File: config.mk
export PLATFORM = sky130hd
export DESIGN_NAME = fpg_flash_guard
export DESIGN_NICKNAME = d
export VERILOG_FILES = /design/src/fpg_pkg.sv /design/src/fpg_flash_guard.sv
export SDC_FILE = /design/constraint.sdc
export NUM_CORES = 1
export LEC_CHECK = 0
export BUFFER_PORTS_ARGS = -buffer_cell sky130_fd_sc_hd__clkbuf_2
export CAP_MARGIN = 25
export CELL_PAD_IN_SITES_DETAIL_PLACEMENT = 0
export CELL_PAD_IN_SITES_GLOBAL_PLACEMENT = 1
export CORE_MARGIN = 1.5
export CORE_UTILIZATION = 30
export DETAILED_ROUTE_END_ITERATION = 10
export PLACE_DENSITY_LB_ADDON = 0.1
export SLEW_MARGIN = 20
export SYNTH_ARGS = -nofsm -noshare
export SYNTH_HDL_FRONTEND = slang
export SYNTH_SLANG_ARGS = --single-unit
export TNS_END_PERCENT = 1
File: constraint.sdc
create_clock -name I_CLOCK -period 2.95 [get_ports I_CLOCK]
set_input_delay 0.295 -clock I_CLOCK [delete_from_list [all_inputs] [get_ports I_CLOCK]]
set_output_delay 0.295 -clock I_CLOCK [all_outputs]
set_load 0.05 [all_outputs]
File: src/fpg_pkg.sv
package fpg_pkg;
   // Register byte offsets on the APB slave
   localparam logic [7:0]  ADDR_KEY          = 8'h00;
   localparam logic [7:0]  ADDR_PS_CTRL      = 8'h04;
   localparam logic [7:0]  ADDR_SUPPLY_CTRL  = 8'h08;
   localparam logic [7:0]  ADDR_RESET_CAUSE  = 8'h0c;
   // Field positions
   localparam int          PS_WE_BIT         = 0;
   localparam int          PS_EE_BIT         = 1;
   localparam int          SUP_ON_BIT        = 7;
   localparam int          SUP_HIGH_BIT      = 5;
   localparam int          RC_PORSRC_BIT     = 1;
   localparam int          RC_FAULT_BIT      = 6;
   localparam int          RC_UNUSED_BIT     = 7;
   // Reset values
   localparam logic        RST_SUP_ON        = 1'b1;
   localparam logic        RST_SUP_HIGH      = 1'b0;
   localparam logic        RST_PORSRC        = 1'b0;
   // Key codes and lock-state codes
   localparam logic [7:0]  KEY_FIRST         = 8'ha5;
   localparam logic [7:0]  KEY_SECOND        = 8'hf1;
   localparam logic [1:0]  LK_LOCKED         = 2'h0;
   localparam logic [1:0]  LK_FIRST          = 2'h1;
   localparam logic [1:0]  LK_OPEN           = 2'h2;
   localparam logic [1:0]  LK_DEAD           = 2'h3;
   // Array geometry
   localparam int          FL_AW             = 13;
   localparam int          PAGE_OFS_W        = 9;
   localparam logic [12:0] SHORT_ADDR_MASK   = 13'h00ff;
   localparam logic [7:0]  ERASED_BYTE       = 8'hff;
   // Timing
   localparam int          CLK_MHZ           = 125;
   localparam int          PROG_TIME_US      = 40;
   localparam int          ERASE_TIME_MS     = 20;
   localparam int          PROG_CYC          = PROG_TIME_US * CLK_MHZ;
   localparam int          ERASE_CYC         = ERASE_TIME_MS * 1000 * CLK_MHZ;
   localparam int          CNT_W             = 22;

   typedef enum logic [3:0] {
      ST_IDLE  = 4'b0001,
      ST_READ  = 4'b0010,
      ST_PROG  = 4'b0100,
      ST_ERASE = 4'b1000
   } fpg_state_t;
endpackage

File: src/fpg_flash_guard.sv
`timescale 1ns/1ps
`default_nettype none
module fpg_flash_guard
   import fpg_pkg::*;
#(
   parameter int unsigned P_PROG_CYC  = PROG_CYC,
   parameter int unsigned P_ERASE_CYC = ERASE_CYC
) (
   input  wire logic             I_CLOCK,
   input  wire logic             I_RST,
   input  wire logic             I_CE,
   input  wire logic             I_SYS_RST,
   input  wire logic             I_PSEL,
   input  wire logic             I_PENABLE,
   input  wire logic             I_PWRITE,
   input  wire logic [7:0]       I_PADDR,
   input  wire logic [31:0]      I_PWDATA,
   output logic      [31:0]      O_PRDATA,
   output logic                  O_PREADY,
   output logic                  O_PSLVERR,
   input  wire logic             I_XWR_REQ,
   input  wire logic             I_XWR_SHORT,
   input  wire logic [FL_AW-1:0] I_XWR_ADDR,
   input  wire logic [7:0]       I_XWR_DATA,
   output logic                  O_XWR_TO_FLASH,
   output logic                  O_CPU_STALL,
   output logic                  O_IRQ_HOLD,
   output logic                  O_FLASH_ERR_RST,
   output logic                  O_FL_RD,
   output logic                  O_FL_WR,
   output logic                  O_FL_ERASE,
   output logic      [FL_AW-1:0] O_FL_ADDR,
   output logic      [7:0]       O_FL_WDATA,
   input  wire logic [7:0]       I_FL_RDATA
);

   fpg_state_t       state_ff;
   fpg_state_t       nxt_state;
   logic [1:0]       lock_ff;
   logic             ps_we_ff;
   logic             ps_ee_ff;
   logic             sup_on_ff;
   logic             sup_high_ff;
   logic             porsrc_ff;
   logic             fault_ff;
   logic             err_pend_ff;
   logic [CNT_W-1:0] cnt_ff;
   logic [FL_AW-1:0] op_addr_ff;
   logic [7:0]       op_data_ff;
   logic [31:0]      prdata_ff;
   logic             pready_ff;
   logic             pslverr_ff;
   logic             stall_ff;
   logic             err_rst_ff;
   logic             fl_rd_ff;
   logic             fl_wr_ff;
   logic             fl_erase_ff;

   logic             apb_acc;
   logic             apb_wr;
   logic             mapped;
   logic             key_wr;
   logic             ps_wr;
   logic             sup_wr;
   logic             rc_wr;
   logic             flash_req;
   logic             supply_ok;
   logic             req_error;
   logic             req_locked;
   logic             req_go;
   logic             op_done;
   logic [FL_AW-1:0] eff_addr;
   logic [31:0]      rd_mux;

   // APB decode; completion is the second access cycle
   assign apb_acc  = I_PSEL & I_PENABLE & pready_ff;
   assign apb_wr   = apb_acc & I_PWRITE;
   assign mapped   = (I_PADDR == ADDR_KEY) | (I_PADDR == ADDR_PS_CTRL) |
                     (I_PADDR == ADDR_SUPPLY_CTRL) | (I_PADDR == ADDR_RESET_CAUSE);
   assign key_wr   = apb_wr & (I_PADDR == ADDR_KEY);
   assign ps_wr    = apb_wr & (I_PADDR == ADDR_PS_CTRL);
   assign sup_wr   = apb_wr & (I_PADDR == ADDR_SUPPLY_CTRL);
   assign rc_wr    = apb_wr & (I_PADDR == ADDR_RESET_CAUSE);

   // Flash path only exists while write-enable steers writes there
   assign flash_req  = I_XWR_REQ & ps_we_ff & state_ff[0] & ~err_pend_ff;
   assign supply_ok  = sup_on_ff & sup_high_ff & porsrc_ff;
   assign req_error  = flash_req & ~supply_ok;
   assign req_locked = flash_req & supply_ok & (lock_ff != LK_OPEN);
   assign req_go     = flash_req & supply_ok & (lock_ff == LK_OPEN) & ~I_SYS_RST;
   assign op_done    = (state_ff[2] | state_ff[3]) & (cnt_ff == '0);

   // Short form carries only the low address byte
   assign eff_addr = I_XWR_SHORT ? (I_XWR_ADDR & SHORT_ADDR_MASK) : I_XWR_ADDR;

   always_comb begin
      rd_mux = 32'h0000_0000;
      unique case (I_PADDR)
         ADDR_KEY: begin
            rd_mux[1:0] = lock_ff;
         end
         ADDR_PS_CTRL: begin
            rd_mux[PS_WE_BIT] = ps_we_ff;
            rd_mux[PS_EE_BIT] = ps_ee_ff;
         end
         ADDR_SUPPLY_CTRL: begin
            rd_mux[SUP_ON_BIT]   = sup_on_ff;
            rd_mux[SUP_HIGH_BIT] = sup_high_ff;
         end
         ADDR_RESET_CAUSE: begin
            rd_mux[RC_UNUSED_BIT] = 1'b1;
            rd_mux[RC_FAULT_BIT]  = fault_ff;
            rd_mux[RC_PORSRC_BIT] = porsrc_ff;
         end
         default: begin
            rd_mux = 32'h0000_0000;
         end
      endcase
   end

   always_ff @(posedge I_CLOCK or posedge I_RST) begin
      if (I_RST) begin
         pready_ff  <= 1'b0;
         pslverr_ff <= 1'b0;
         prdata_ff  <= 32'h0000_0000;
      end else if (I_CE) begin
         if (I_PSEL & I_PENABLE & ~pready_ff) begin
            pready_ff  <= 1'b1;
            pslverr_ff <= ~mapped;
            prdata_ff  <= I_PWRITE ? 32'h0000_0000 : rd_mux;
         end else begin
            pready_ff  <= 1'b0;
            pslverr_ff <= 1'b0;
         end
      end
   end

   // Lock state machine; the system reset is the only way out of dead
   always_ff @(posedge I_CLOCK or posedge I_RST) begin
      if (I_RST) begin
         lock_ff <= LK_LOCKED;
      end else if (I_CE) begin
         if (I_SYS_RST) begin
            lock_ff <= LK_LOCKED;
         end else if (req_locked) begin
            lock_ff <= LK_DEAD;
         end else if (op_done) begin
            lock_ff <= (lock_ff == LK_DEAD) ? LK_DEAD : LK_LOCKED;
         end else if (key_wr) begin
            if (lock_ff == LK_LOCKED && I_PWDATA[7:0] == KEY_FIRST) begin
               lock_ff <= LK_FIRST;
            end else if (lock_ff == LK_FIRST && I_PWDATA[7:0] == KEY_SECOND) begin
               lock_ff <= LK_OPEN;
            end else begin
               lock_ff <= LK_DEAD;
            end
         end
      end
   end

   // Enables hold until software writes them or a system reset clears them
   always_ff @(posedge I_CLOCK or posedge I_RST) begin
      if (I_RST) begin
         ps_we_ff <= 1'b0;
         ps_ee_ff <= 1'b0;
      end else if (I_CE) begin
         if (I_SYS_RST) begin
            ps_we_ff <= 1'b0;
            ps_ee_ff <= 1'b0;
         end else if (ps_wr) begin
            ps_we_ff <= I_PWDATA[PS_WE_BIT];
            ps_ee_ff <= I_PWDATA[PS_EE_BIT];
         end
      end
   end

   // Monitor settings survive a system reset, as the monitor does
   always_ff @(posedge I_CLOCK or posedge I_RST) begin
      if (I_RST) begin
         sup_on_ff   <= RST_SUP_ON;
         sup_high_ff <= RST_SUP_HIGH;
         porsrc_ff   <= RST_PORSRC;
      end else if (I_CE) begin
         if (sup_wr) begin
            sup_on_ff   <= I_PWDATA[SUP_ON_BIT];
            sup_high_ff <= I_PWDATA[SUP_HIGH_BIT];
         end
         if (rc_wr) begin
            porsrc_ff <= I_PWDATA[RC_PORSRC_BIT];
         end
      end
   end

   // Error pulse asks the reset controller for a system reset
   always_ff @(posedge I_CLOCK or posedge I_RST) begin
      if (I_RST) begin
         err_rst_ff <= 1'b0;
      end else if (I_CE) begin
         err_rst_ff <= req_error;
      end
   end

   // Fault flag tells whether the last system reset was ours
   always_ff @(posedge I_CLOCK or posedge I_RST) begin
      if (I_RST) begin
         err_pend_ff <= 1'b0;
         fault_ff    <= 1'b0;
      end else if (I_CE) begin
         if (I_SYS_RST) begin
            fault_ff    <= err_pend_ff | req_error;
            err_pend_ff <= 1'b0;
         end else if (req_error) begin
            err_pend_ff <= 1'b1;
         end
      end
   end

   always_comb begin
      nxt_state = state_ff;
      unique case (state_ff)
         ST_IDLE: begin
            if (req_go && ps_ee_ff) begin
               nxt_state = ST_ERASE;
            end else if (req_go) begin
               nxt_state = ST_READ;
            end
         end
         ST_READ: begin
            nxt_state = ST_PROG;
         end
         ST_PROG, ST_ERASE: begin
            if (cnt_ff == '0) begin
               nxt_state = ST_IDLE;
            end
         end
         default: begin
            nxt_state = ST_IDLE;
         end
      endcase
   end

   always_ff @(posedge I_CLOCK or posedge I_RST) begin
      if (I_RST) begin
         state_ff <= ST_IDLE;
      end else if (I_CE) begin
         state_ff <= I_SYS_RST ? ST_IDLE : nxt_state;
      end
   end

   // Array command stream; a read pulse then a write pulse per program, one erase pulse per erase
   always_ff @(posedge I_CLOCK or posedge I_RST) begin
      if (I_RST) begin
         op_addr_ff  <= '0;
         op_data_ff  <= 8'h00;
         fl_rd_ff    <= 1'b0;
         fl_wr_ff    <= 1'b0;
         fl_erase_ff <= 1'b0;
      end else if (I_CE) begin
         fl_rd_ff    <= 1'b0;
         fl_wr_ff    <= 1'b0;
         fl_erase_ff <= 1'b0;
         if (state_ff[0] && req_go && ps_ee_ff) begin
            // Data byte is dropped on purpose
            op_addr_ff  <= {eff_addr[FL_AW-1:PAGE_OFS_W], {PAGE_OFS_W{1'b0}}};
            op_data_ff  <= ERASED_BYTE;
            fl_erase_ff <= 1'b1;
         end else if (state_ff[0] && req_go) begin
            op_addr_ff <= eff_addr;
            op_data_ff <= I_XWR_DATA;
            fl_rd_ff   <= 1'b1;
         end else if (state_ff[1] && !I_SYS_RST) begin
            // Old contents masked in so no bit can rise
            op_data_ff <= op_data_ff & I_FL_RDATA;
            fl_wr_ff   <= 1'b1;
         end
      end
   end

   // Operation timer; a system reset drops any count left by a cut operation
   always_ff @(posedge I_CLOCK or posedge I_RST) begin
      if (I_RST) begin
         cnt_ff <= '0;
      end else if (I_CE) begin
         if (I_SYS_RST) begin
            cnt_ff <= '0;
         end else if (state_ff[0] && req_go && ps_ee_ff) begin
            cnt_ff <= CNT_W'(P_ERASE_CYC - 1);
         end else if (state_ff[1]) begin
            cnt_ff <= CNT_W'(P_PROG_CYC - 1);
         end else if (cnt_ff != '0) begin
            cnt_ff <= cnt_ff - 1'b1;
         end
      end
   end

   // Stall rises the cycle after the request is taken, so the CPU holds
   // its next instruction; it also holds interrupts for the whole operation.
   always_ff @(posedge I_CLOCK or posedge I_RST) begin
      if (I_RST) begin
         stall_ff <= 1'b0;
      end else if (I_CE) begin
         stall_ff <= ~I_SYS_RST & (req_go | ((state_ff[1] | state_ff[2] | state_ff[3])
                     & ~op_done));
      end
   end

   assign O_PRDATA        = prdata_ff;
   assign O_PREADY        = pready_ff;
   assign O_PSLVERR       = pslverr_ff;
   assign O_XWR_TO_FLASH  = ps_we_ff;
   assign O_CPU_STALL     = stall_ff;
   assign O_IRQ_HOLD      = stall_ff;
   assign O_FLASH_ERR_RST = err_rst_ff;
   assign O_FL_RD         = fl_rd_ff;
   assign O_FL_WR         = fl_wr_ff;
   assign O_FL_ERASE      = fl_erase_ff;
   assign O_FL_ADDR       = op_addr_ff;
   assign O_FL_WDATA      = op_data_ff;

endmodule
`default_nettype wire

Word level (Yosys, flattened, before mapping)
Index checks and enable logic that the tools add are counted.
Widths: inputs -> output; s select.
{"block": "word_totals", "input_bits": 78, "regBits": 95, "output_inout_bits": 62, "elab_cells": 143}
{"block": "classes", "muxes": 42, "add_sub_neg": 1, "n_bitwise": 36, "reduce_logical": 29, "n_eq_ne": 15}
{"op": "$mux 22", "count": 4}
{"op": "$mux 13", "count": 3}
{"op": "$mux 8", "count": 4}
{"op": "$logic_not 22->1", "count": 1}
{"op": "$reduce_bool 22->1", "count": 1}
{"op": "$sub 22x1->22 const B", "count": 1}
{"op": "$and 1x1->1", "count": 21}
{"op": "$reduce_and 2->1", "count": 10}
{"op": "$mux 1", "count": 17}
{"op": "$eq 8x4->1 const B", "count": 2}
{"op": "$eq 8x8->1 const B", "count": 2}
{"op": "$mux 4", "count": 4}
{"op": "$mux 2", "count": 6}
{"op": "$pmux 4 s3", "count": 1}
{"op": "$and 8x8->8", "count": 1}
{"op": "$eq 8x3->1 const B", "count": 1}
{"op": "$logic_not 8->1", "count": 1}
{"op": "$or 1x1->1", "count": 8}
{"op": "$reduce_bool 4->1", "count": 2}
{"op": "$logic_and 1x1->1", "count": 6}
{"op": "$not 1->1", "count": 6}
{"op": "$reduce_bool 2->1", "count": 3}
{"op": "$eq 2x2->1 const B", "count": 2}
{"op": "$eq 4x1->1 const B", "count": 1}
{"op": "14 further kinds", "count": 15}

Longest topological paths before layout
Gate-level depths: netlist of the first run.
{"block": "logic_depth", "word_depth": 10, "mapped_depth": 8, "depth_no_buf": 7}

Worst setup path after synthesis of the first run
OpenSTA, ideal clock, no wires.
{"block": "synth_timing", "kind": "register to register", "startpoint": "reg cnt_ff[15]", "endpoint": "reg lock_ff[0]", "synth_period_minus_slack_ns": 2.196, "arrival_ns": 2.075, "required_time_ns": 2.829, "setup_slack_ns": 0.754, "setup_ns": 0.121, "path_buffers": 0, "path_stages_with_launch": 6, "path_cell_list": "dfrtp_1 -> or3_4 -> or2_1 -> or4_4 -> a221o_1 -> a22o_1"}
{"block": "synth_between", "elab_chain_len": 5, "elab_cells_between_ends": 7, "cone_classes": "3 x mux; 1 x bitwise; 3 x reduce/logical"}
{"item": "start: declaration", "line_no": "fpg_flash_guard.sv:47", "rtl": "logic [CNT_W-1:0] cnt_ff;"}
{"item": "start signal: assignment", "line_no": "fpg_flash_guard.sv:287", "rtl": "cnt_ff <= CNT_W'(P_ERASE_CYC - 1);"}
{"item": "start signal: assignment", "line_no": "fpg_flash_guard.sv:289", "rtl": "cnt_ff <= CNT_W'(P_PROG_CYC - 1);"}
{"item": "start signal: assignment", "line_no": "fpg_flash_guard.sv:291", "rtl": "cnt_ff <= cnt_ff - 1'b1;"}
{"item": "$logic_not 22->1 *", "line_no": "fpg_flash_guard.sv:91", "rtl": "assign op_done = (state_ff[2] | state_ff[3]) & (cnt_ff == '0);"}
{"item": "$and 1x1->1 *", "line_no": "fpg_flash_guard.sv:91"}
{"item": "$mux 2", "line_no": "fpg_flash_guard.sv:147", "rtl": "end else if (op_done) begin"}
{"item": "$mux 2", "line_no": "fpg_flash_guard.sv:145", "rtl": "end else if (req_locked) begin"}
{"item": "$mux 2", "line_no": "fpg_flash_guard.sv:143", "rtl": "if (I_SYS_RST) begin"}
{"item": "end signal: assignment", "line_no": "fpg_flash_guard.sv:148", "rtl": "lock_ff <= (lock_ff == LK_DEAD) ? LK_DEAD : LK_LOCKED;"}
{"item": "end: declaration", "line_no": "fpg_flash_guard.sv:39", "rtl": "logic [1:0] lock_ff;"}
Mark *: on every way between the ends. The rest lies on a longest branch, timed or not.
A chain may end at the register's enable or synchronous reset.

Worst setup path in the final report of the first run
{"block": "layout_timing", "startpoint": "reg cnt_ff[0]", "endpoint": "reg lock_ff[0]"}
Same word-level chain as after synthesis.

==> results of run 1 <==
==> routing by layer <==
metal  global-route usage [%]  routed length, µm
met5                        0                  0
met4                     7.32                249
met3                     3.09                516
met2                     25.5               5100
met1                     23.2               5430
==> worst min path at each step <==
stage	startpoint	slack, ns	endpoint	cells past startpoint
after floorplan	I_XWR_DATA[0]	0.43	O_FL_WDATA[0]	2
after global placement	I_RST	0.40	cnt_ff[7]	3
after detailed placement	I_RST	0.41	cnt_ff[9]	3
after CTS	I_RST	0.04	cnt_ff[5]	3
after global routing	I_RST	0.07	cnt_ff[3]	3
final	I_RST	0.02	cnt_ff[5]	3
==> through the flow <==
stage / total power [mW] / cells / hold slack, ns
after detailed placement: 2.18 / 690 / 0.406
after global routing: 3.57 / 706 / 0.0697
final: 3.39 / 706 / 0.0170
after global placement: 2.17 / 690 / 0.403
after CTS: 3.42 / 706 / 0.0444
after floorplan: 1.93 / 466 / 0.433
==> power by group through the flow <==
stage / clock [mW] / sequential (mW) / combinational [mW]
finish: 1.21 / 1.19 / 0.988
global placement: 0 / 1.20 / 0.975
floorplan: 0 / 1.18 / 0.747
global route: 1.28 / 1.21 / 1.08
detailed placement: 0 / 1.20 / 0.982
CTS: 1.25 / 1.18 / 0.988
==> placed cells by master (no fill, tap or decap), types with 6 or more instances in the layout <==
master	count
clkbuf_2	88
dfrtp_1	66
o21ai_0	55
conb_1	27
nand2_1	26
nand3_1	22
inv_1	22
nor2_1	21
nor3_1	19
a21oi_1	13
buf_4	13
a31oi_1	10
clkbuf_16	9
mux2_2	8
nor4_1	7
nor2b_1	6
nand4_1	6
mux2i_1	6
nand3b_1	6
==> synthesized netlist by cell type, drive strengths merged, types with 2 or more instances <==
library cell	n
nor4	11
a22o	5
or3	5
o21a	2
nand3	22
nand3b	6
nor3	20
dfrtp	66
o22a	2
o22ai	3
buf	28
nand2b	3
nand4	7
mux2i	6
a32o	2
o31ai	4
nand2	26
nor2b	6
a21oi	13
o221ai	2
o2111ai	2
dfstp	2
nor2	22
o21ai	55
o2bb2ai	3
a21o	3
nand4b	5
clkinv	2
inv	23
or4	3
or2	3
and2	3
and4	2
o31a	3
a31oi	10
and3	3
mux2	8
o211ai	3
a41o	2
clkbuf	22
==> state kept, by name (all words and copies together), names as in the netlist, 2 cells and up <==
register and count:
lock_ff 2, state_ff 4, O_FL_ADDR 13, O_FL_WDATA 8
O_PRDATA 5, cnt_ff 22
==> final cells by class <==
class | instances | share of cell area [%]
multi-input cells | 323 | 40.8
flip-flops and latches | 68 | 34.7
repair buffers | 102 | 11.4
clock buffers | 11 | 5.15
well taps | 172 | 4.38
inverters | 25 | 1.91
clock inverters | 5 | 1.71
==> critical path, delay by kind of cell, from the launching register on <==
| family | cells | cell delay, ns |
|---|---|---|
| AO/OA/AOI/OAI | 2 | 0.50 |
| adder cells (fa/ha/maj) | 1 | 0.21 |
| buffers and inverters | 1 | 0.09 |
| flip-flops | 1 | 0.42 |
| AND/OR/NAND/NOR | 3 | 1.12 |
==> logic make-up after synthesis <==
family,count (synthesis),share of synthesized area [%]
XOR/XNOR,1,0.220
buffers and inverters,75,9.69
multiplexers,14,3.76
other,1,0.0940
AO/OA/AOI/OAI,125,19.9
flip-flops,68,42.7
AND/OR/NAND/NOR,155,23.3
adder cells (fa/ha/maj),1,0.314
==> impl_metrics.yaml, run 1 <==
outcome:
  status: "complete, no violations"
worst_setup_path:
  required_ns: 3.18
  cpPeakStageDelay_ns: 0.56
  r2r-start: "cnt_ff[0]"
  reg2reg_to: "lock_ff[0]"
  r2r_setup_slack_ns: 0.51
  cp-endpoint: "lock_ff[0]"
  critPathKind: "reg -> reg"
  path_cells: "inv_1 -> ha_1 -> nor3b_2 -> nand4_4 -> or4_4 -> a221o_1 -> a22o_1"
  startpoint_type: "register"
  critical_path.slowest_cell: "or4_4"
  crit_arrival_ns: 2.67
  crit_path_start: "cnt_ff[0]"
  endpoint_kind: "register"
  path_max_fanout: 9
  worstRegToRegCells: 7
die:
  ios: 140
  die_w_um: 118
  row_count: 41
  start_util_pct: 31.2
  coreArea_um2: 12800
  die_y_um: 118
  dieArea_um2: 14000
yosys:
  synth_flop_cell: "dfrtp_1"
  postSynthCellCount: 440
  synth-edff-count: 0
  synth_area_leaders: "dfrtp_1 41%, o21ai_0 6.9%, buf_4 5.3%"
  synth-seq-cells: 68
  postSynthAreaPerCell_um2: 9.07
  ys_warn_count: 0
  synth.top_cell.area_share_pct: 41.4
  yosysSeqAreaShare_pct: 42.7
  synth_top_cell_by_area: "dfrtp_1"
  synthArstFlopShare_pct: 100
  syn_area_um2: 3990
  yosys.cell_types.count: 70
grt:
  grt_use_total_pct: 16.8
  grt_overflow: 0
  first_global_vias: 3476
  grt_pass1_wl_mm: 18.5
  grt_max_degree: 69
  antenna_found_initial: 0
cts:
  clkLatencyLatePin_ns: 0.34
  cts_repair_resize_count: 0
  cts_tree: "done"
  clock-root-buffer: "clkbuf_16"
  hold_buffers: 0
  clk_pin_slew_ns: 0.06
  post-cts-setup-buffer-count: 0
  cts_sinks: 68
  htreeDepth: 3
  numCtsBuffers: 9
  cts_buffer_depth: 2
place:
  hpwl_mm: 7.96
  port_buffers: 88
  place_area_um2: 4570
  place_congestion: 0.810
  dp_slack_ns: 0.515
detailed_routing:
  via_per_inst: 5.12
  drt_first_iter_violations: 169
  num_vias: 3616
  drt-total-wl_mm: 11.3
  drtPass1Iterations: 4
  drc: 0
  wl_per_cell_um: 16.0
  ant_nets: 0
sta:
  fmax_ghz: 0.411
  rsz0062_at_grt: "false"
  setup_tns_ns: 0
  finalHoldViolations: 0
  tightest_slew_ns: 0.639
  final_period_minus_worst_setup_slack_ns: 2.44
  timing.final.ws_setup_ns: 0.514
  finalSetupViolations: 0
  max_slew_margin_pct: 56.3
  fin_worst_skew_ns: 0.00856
  finalCritPeriodShare_pct: 82.6
  finalMaxSlewViolations: 0
pwr:
  clkPwrFrac_pct: 35.8
  switching_share_pct: 35.5
  combPwrFrac_pct: 29.2
  vdd_drop_max_mv: 0.193
  power.switching_mw: 1.20
  p_int_mw: 2.18
  power_frac_seq_pct: 35.0
  p_leak_nw: 2.31
  power.density_nw_per_um2: 690
final_layout:
  layout-drive-gt1-share_pct: 26.8
  fin_util_pct: 38.4
  multiInputGateArea_um2: 2000
  nNetsFinal: 608
  register_area_um2: 1700
  diodes: 0
  fillers: 1309
  fin_area_um2: 4910
  area_growth_pct: 23.1
job:
  maxCapViolCount: 0
hold_path:
  worstHoldPathType: "in -> async"
No activity file was read; power rests on OpenSTA's default activity.
==> run 2: changes to the inputs <==
--- a/config.mk
+++ b/config.mk
@@ -5,6 +5,7 @@
 export SDC_FILE = /design/constraint.sdc
 export NUM_CORES = 1
 export LEC_CHECK = 0
+export ABC_AREA = 1
 export BUFFER_PORTS_ARGS = -buffer_cell sky130_fd_sc_hd__clkbuf_2
 export CAP_MARGIN = 25
 export CELL_PAD_IN_SITES_DETAIL_PLACEMENT = 0
==> constraint.sdc (replaced) <==
create_clock -name I_CLOCK -period 2.3 [get_ports I_CLOCK]
set_input_delay 0.23 -clock I_CLOCK [delete_from_list [all_inputs] [get_ports I_CLOCK]]
set_output_delay 0.23 -clock I_CLOCK [all_outputs]
set_load 0.05 [all_outputs]
==> run 2 against run 1 <==
Area after synthesis grew 0.82%; power grew 46%; worst hold slack gained 0.085 ns; critical path depth grew 3; largest cell class unchanged; first-iteration DRC count grew 30%; cell count grew 14%; largest power group is now combinational cells; synthesized cell count grew 19%.
==> impl_metrics.yaml, run 2 <==
outcome:
  status: "complete, no violations"
detailed_routing:
  num_vias: 3564
  wl_met1_mm: 4.78
  wl_per_cell_um: 13.0
  drc: 0
  drtPass1Iterations: 4
  dr_wl_met2_mm: 5.10
  top_layer_used: "met4"
  drt-total-wl_mm: 10.5
  via_per_inst: 4.44
  ant_nets: 0
  wl_met3_um: 463
  drt_first_iter_violations: 219
cts:
  cts_tree: "done"
  clock-root-buffer: "clkbuf_16"
  clkLatencyLatePin_ns: 0.34
  numCtsBuffers: 9
  cts_sinks: 68
  clk_pin_slew_ns: 0.06
  htreeDepth: 3
  cts_buffer_depth: 2
sta:
  rsz0062_at_grt: "false"
  finalCritPeriodShare_pct: 84.2
  fin_worst_skew_ns: 0.00835
  finalSetupViolations: 0
  hold_slack_ns: 0.102
  finalMaxSlewViolations: 0
  final_period_minus_worst_setup_slack_ns: 1.94
  fmax_ghz: 0.516
  finalHoldViolations: 0
  setup_tns_ns: 0
job:
  maxCapViolCount: 0
die:
  dieArea_um2: 14100
  ios: 140
  die_w_um: 119
  row_count: 42
  coreArea_um2: 13100
  start_util_pct: 30.6
  die_y_um: 119
worst_setup_path:
  startpoint_type: "register"
  crit_arrival_ns: 2.16
  required_ns: 2.53
  cpPeakStageDelay_ns: 0.37
  critical_path.slowest_cell: "dfrtp_1"
  path_max_fanout: 10
  endpoint_kind: "register"
  critPathKind: "reg -> reg"
  cpMostUsedCell: "nand2_1"
  path_cells: "inv_1 -> ha_1 -> nand2_1 -> nor2_4 -> nand4_2 -> nand2_4 -> buf_4 -> a21oi_4 -> nand2_1 -> nand2_1"
yosys:
  ys_warn_count: 0
  synth-edff-count: 0
  netlist_top_cells_count: "149 x nand2_1, 66 x dfrtp_1, 58 x nor2_1"
  postSynthAreaPerCell_um2: 7.69
  yosysSeqAreaShare_pct: 42.4
  synthArstFlopShare_pct: 100
  synth_area_leaders: "dfrtp_1 41%, nand2_1 14%, buf_4 5.4%"
  postSynthCellCount: 523
  yosys.cell_types.count: 39
  synth_most_common_cell: "nand2_1"
  synth_top_cell_by_area: "dfrtp_1"
  synth_flop_cell: "dfrtp_1"
  syn_area_um2: 4020
  synth.top_cell.area_share_pct: 41.1
  synth-seq-cells: 68
pwr:
  power_frac_seq_pct: 32.3
  clkPwrFrac_pct: 28.6
  p_leak_nw: 2.66
  power.density_nw_per_um2: 1010
  combPwrFrac_pct: 39.1
  vdd_drop_max_mv: 0.432
  switching_share_pct: 42.2
  power.switching_mw: 2.10
  p_int_mw: 2.87
final_layout:
  mostFrequentLayoutCells: "149 x nand2_1, 88 x clkbuf_2, 66 x dfrtp_1, 58 x nor2_1, 43 x nand3_1"
  layout-drive-gt1-share_pct: 24.4
  area_growth_pct: 21.7
  register_area_um2: 1700
  fillers: 1438
  final_common_cell: "nand2_1"
  largest_reg_flops: 22
  multiInputGateArea_um2: 1960
  diodes: 0
  nNetsFinal: 700
  top_register: "cnt_ff"
place:
  port_buffers: 88
  hpwl_mm: 7.67
  place_congestion: 0.764
grt:
  grt_overflow: 0
  grt_pass1_wl_mm: 17.9
  grt_max_degree: 69
  antenna_found_initial: 0
  grt_use_total_pct: 16.1
  first_global_vias: 3534
hold_path:
  worstHoldPathType: "in -> reg"
## run 2: cell count changes in the layout (fill, tap and decap cells not counted), moves of 9 or more
cell,change
nand3_2,+10
nand3_1,+21
nor3_1,-12
a31oi_1,-10
nand2_1,+123
xor2_1,+9
o21ai_0,-26
inv_1,+20
nor2_1,+37
## run 2: worst max-delay path, delay by kind of cell, from the launching register on
family                   cells  cell delay, ns
buffers and inverters        2            0.34
AND/OR/NAND/NOR              6            0.74
adder cells (fa/ha/maj)      1            0.27
AO/OA/AOI/OAI                1            0.09
flip-flops                   1            0.37
## run 2: area by class of cell
| cell class | instances | share of cell area [%] |
|---|---|---|
| clock buffers | 9 | 4.60 |
| clock inverters | 7 | 1.56 |
| inverters | 50 | 3.84 |
| multi-input cells | 395 | 40.0 |
| flip-flops and latches | 68 | 34.8 |
| well taps | 176 | 4.50 |
| repair buffers | 97 | 10.7 |
## run 2: final timing paths
| path | slack, ns | end | start | cells after the start |
|---|---|---|---|---|
| max | 0.36 | cnt_ff[17] | cnt_ff[0] | 10 |
| min | 0.10 | O_FL_ADDR[4] | I_XWR_ADDR[4] | 2 |
| max reg2reg | 0.36 | cnt_ff[17] | cnt_ff[0] | 10 |
| min reg2reg | 0.48 | O_FL_ADDR[8] | O_FL_ADDR[8] | 2 |
| max in group asynchronous | 1.46 | sup_on_ff | I_RST | 4 |
| min in group asynchronous | 0.51 | O_FL_WDATA[6] | I_RST | 4 |
## run 2: kinds of logic (layout without fill, tap and decap cells)
group,count (synthesis),in the layout,share of synthesized area [%]
simple gates,294,294,34.1
buf+inv,86,163,11.4
flops,68,68,42.4
compound gates,60,60,8.87
xor+xnor,12,12,2.61
fa+ha+maj,1,1,0.311
other cells,1,27,0.0933
mux,1,1,0.280
## run 2: layer usage
layer | track usage (%) | vias up
met4 | 4.07 | 0
met2 | 26.6 | 70
met1 | 20.4 | 1665
met3 | 4.97 | 8
li1 | - | 1821
met5 | 0 | -
## run 2: repair_timing
| action | in CTS | in global routing |
|---|---|---|
| endpoints found under the hold margin | 66 | 0 |
| buffers inserted | 0 | 0 |
| gates resized for setup | 0 | 0 |
| endpoints found under the setup margin | 0 | 0 |
| hold buffers | 1 | 0 |
## run 2: per-stage QoR
stage               util [%]  setup slack [ns]  instance area [µm²]  total power [mW]  std cells
CTS                     37.2             0.347                 4890              5.05        802
global placement        34.9             0.368                 4580              3.60        785
finish                  37.2             0.363                 4890              4.96        802
floorplan                  -             0.362                 4120              3.14        549
detailed placement      34.9             0.357                 4580              3.59        785
global route            37.2             0.211                 4890              5.40        802
## run 2: power by group through the flow
| stage | combinational [mW] | clock (mW) | sequential (mW) |
|---|---|---|---|
| final | 1.94 | 1.42 | 1.60 |
| after floorplan | 1.52 | 0 | 1.62 |
| after detailed placement | 1.97 | 0 | 1.63 |
| after CTS | 1.98 | 1.47 | 1.61 |
| after global routing | 2.24 | 1.52 | 1.64 |
| after global placement | 1.97 | 0 | 1.63 |
==> run 3: changes to the inputs <==
--- a/config.mk
+++ b/config.mk
@@ -5,7 +5,7 @@
 export SDC_FILE = /design/constraint.sdc
 export NUM_CORES = 1
 export LEC_CHECK = 0
-export ABC_AREA = 1
+export ABC_AREA = 0
 export BUFFER_PORTS_ARGS = -buffer_cell sky130_fd_sc_hd__clkbuf_2
 export CAP_MARGIN = 25
 export CELL_PAD_IN_SITES_DETAIL_PLACEMENT = 0
==> constraint.sdc (replaced) <==
create_clock -name I_CLOCK -period 2 [get_ports I_CLOCK]
set_input_delay 0.2 -clock I_CLOCK [delete_from_list [all_inputs] [get_ports I_CLOCK]]
set_output_delay 0.2 -clock I_CLOCK [all_outputs]
set_load 0.05 [all_outputs]
==> run 3 against run 2 <==
The flow now finishes with violations (negative setup slack); sequential share of layout area decreased by 3.4 points; count of clock-buffer cells in the layout increased by 3; die area decreased by 0.78%; global-route usage increased by 1.3 points; core utilization increased by 5.3 points; combinational power increased by 13%; clock power increased by 22%; first-iteration DRC count decreased by 11%; maximum frequency decreased by 9.5%; sequential power increased by 4%; register-to-register slack got worse by 0.50 ns; critical endpoint is now lock_ff[0]; via count increased by 6.8%.
==> impl_metrics.yaml, run 3 (synthesized netlist as in run 1, its figures left out) <==
place:
  place_area_um2: 5030
  hpwl_mm: 8.67
  port_buffers: 88
  place_congestion: 0.848
worst_setup_path:
  endpoint_kind: "register"
  required_ns: 2.22
  critical_path.slowest_cell: "or4_4"
  path_max_fanout: 3
  path_cells: "or3_4 -> or2_1 -> or4_4 -> a221o_1 -> a22o_1"
  cp_top_family: "simple AND/OR/NAND/NOR gates"
  cp_num_buf_inv: 0
  critPathKind: "reg -> reg"
  cpPeakStageDelay_ns: 0.50
  crit_arrival_ns: 2.36
  startpoint_type: "register"
hold_path:
  worstHoldPathType: "in -> reg"
sta:
  fmax_ghz: 0.467
  finalCritPeriodShare_pct: 107
  finalMaxSlewViolations: 0
  finalSetupViolations: 10
  hold_slack_ns: 0.0793
  fin_worst_skew_ns: 0.00477
  timing.final.ws_setup_ns: -0.140
  rsz0062_at_grt: "true"
  final_period_minus_worst_setup_slack_ns: 2.14
  setup_tns_ns: -0.448
  finalHoldViolations: 0
detailed_routing:
  drtPass1Iterations: 4
  via_per_inst: 4.98
  num_vias: 3808
  drt-total-wl_mm: 11.7
  wl_per_cell_um: 15.3
  ant_nets: 0
  drc: 0
  drt_first_iter_violations: 194
pwr:
  power.density_nw_per_um2: 1030
  p_leak_nw: 2.62
  vdd_drop_max_mv: 0.326
  power_mw: 5.60
cts:
  clock-root-buffer: "clkbuf_16"
  clk_pin_slew_ns: 0.06
  cts_buffer_depth: 2
  htreeDepth: 3
  cts_tree: "done"
  cts_sinks: 68
  numCtsBuffers: 9
  clkLatencyLatePin_ns: 0.34
grt:
  grt_util_met2_pct: 26.2
  use_met3_pct: 3.52
  antenna_found_initial: 0
  met1_usage_pct: 24.5
  grt_max_degree: 53
  top_usage_layer: "met2"
  first_global_vias: 3736
  grt_pass1_wl_mm: 19.4
  grt_use_total_pct: 17.4
  grt_overflow: 0
die:
  ios: 140
  die_y_um: 118
  dieArea_um2: 14000
  die_w_um: 118
  row_count: 41
  start_util_pct: 31.2
  coreArea_um2: 12800
final_layout:
  fin_util_pct: 42.5
  fillers: 1286
  fin_area_um2: 5430
  mostFrequentLayoutCells: "88 x clkbuf_2, 67 x buf_4, 65 x dfrtp_1, 55 x o21ai_0, 27 x conb_1"
  final_common_cell: "clkbuf_2"
  layout-drive-gt1-share_pct: 35.8
  nNetsFinal: 666
  area_growth_pct: 36.1
  largest_reg_flops: 22
  diodes: 0
  top_register: "cnt_ff"
outcome:
  status: "finished, violations left"
  violations: "negative setup slack"
job:
  maxCapViolCount: 0
-- run 3: cell count changes in the layout (fill, tap and decap cells not counted), moves of 7 or more --
| cell | change |
|---|---|
| nand2_1 | -125 |
| buf_4 | +60 |
| nor2_1 | -37 |
| o21ai_0 | +26 |
| inv_1 | -22 |
| nand3_1 | -21 |
| nor3_1 | +11 |
| nand3_2 | -10 |
| a31oi_1 | +9 |
| xor2_1 | -9 |
| mux2_2 | +7 |
| nor2_4 | -7 |
-- run 3: final cells by class --
| type | count | area [µm²] | share of cell area (%) |
|---|---|---|---|
| multi-input combinational | 323 | 2070 | 38.2 |
| timing repair buffer | 160 | 1020 | 18.9 |
| sequential | 68 | 1710 | 31.4 |
| tap | 172 | 215 | 3.96 |
| clock buffer | 12 | 246 | 4.54 |
| inverter | 25 | 93.8 | 1.73 |
| clock inverter | 4 | 72.6 | 1.34 |
-- run 3: final timing paths --
check | slack [ns] | end | from | depth (start not counted)
worst min-delay path | 0.08 | O_FL_WDATA[0] | I_XWR_DATA[0] | 3
min in group asynchronous | 0.40 | O_FL_ADDR[7] | I_RST | 3
worst max register to register | -0.14 | lock_ff[0] | cnt_ff[17] | 5
worst max-delay path | -0.14 | lock_ff[0] | cnt_ff[17] | 5
worst min register to register | 0.48 | O_PSLVERR | O_PSLVERR | 1
max in group asynchronous | 0.92 | sup_on_ff | I_RST | 4
-- run 3: through the flow --
stage / setup WS [ns] / std cells
final: -0.140 / 764
after global routing: -0.228 / 764
after CTS: -0.171 / 763
after detailed placement: -0.192 / 745
after global placement: -0.179 / 745
after floorplan: -0.168 / 466
-- run 3: routing by layer --
metal  part of all wire [%]  up-vias
met5                      0        -
met3                    5.7       11
met4                    1.5        0
met2                     44      126
met1                     49     1807
li1                       -     1864
-- run 3: worst min-delay path, stage by stage --
cell,delay (ns)
clkbuf_2,0.07
o21ai_0,0.06
nand2_1,0.06
-- run 3: power breakdown --
group / switching [mW] / total, mW / internal, mW
combinational: 1.16 / 2.20 / 1.03
clock: 0.603 / 1.73 / 1.12
sequential: 0.144 / 1.67 / 1.53
total: 1.91 / 5.60 / 3.69
-- run 3: timing repair --
item,in CTS,in global routing
endpoints found under the hold margin,16,0
buffers inserted,1,1
pin swaps,7,3
gates resized for setup,6,10
hold buffers,1,0
setup endpoints to repair,16,27
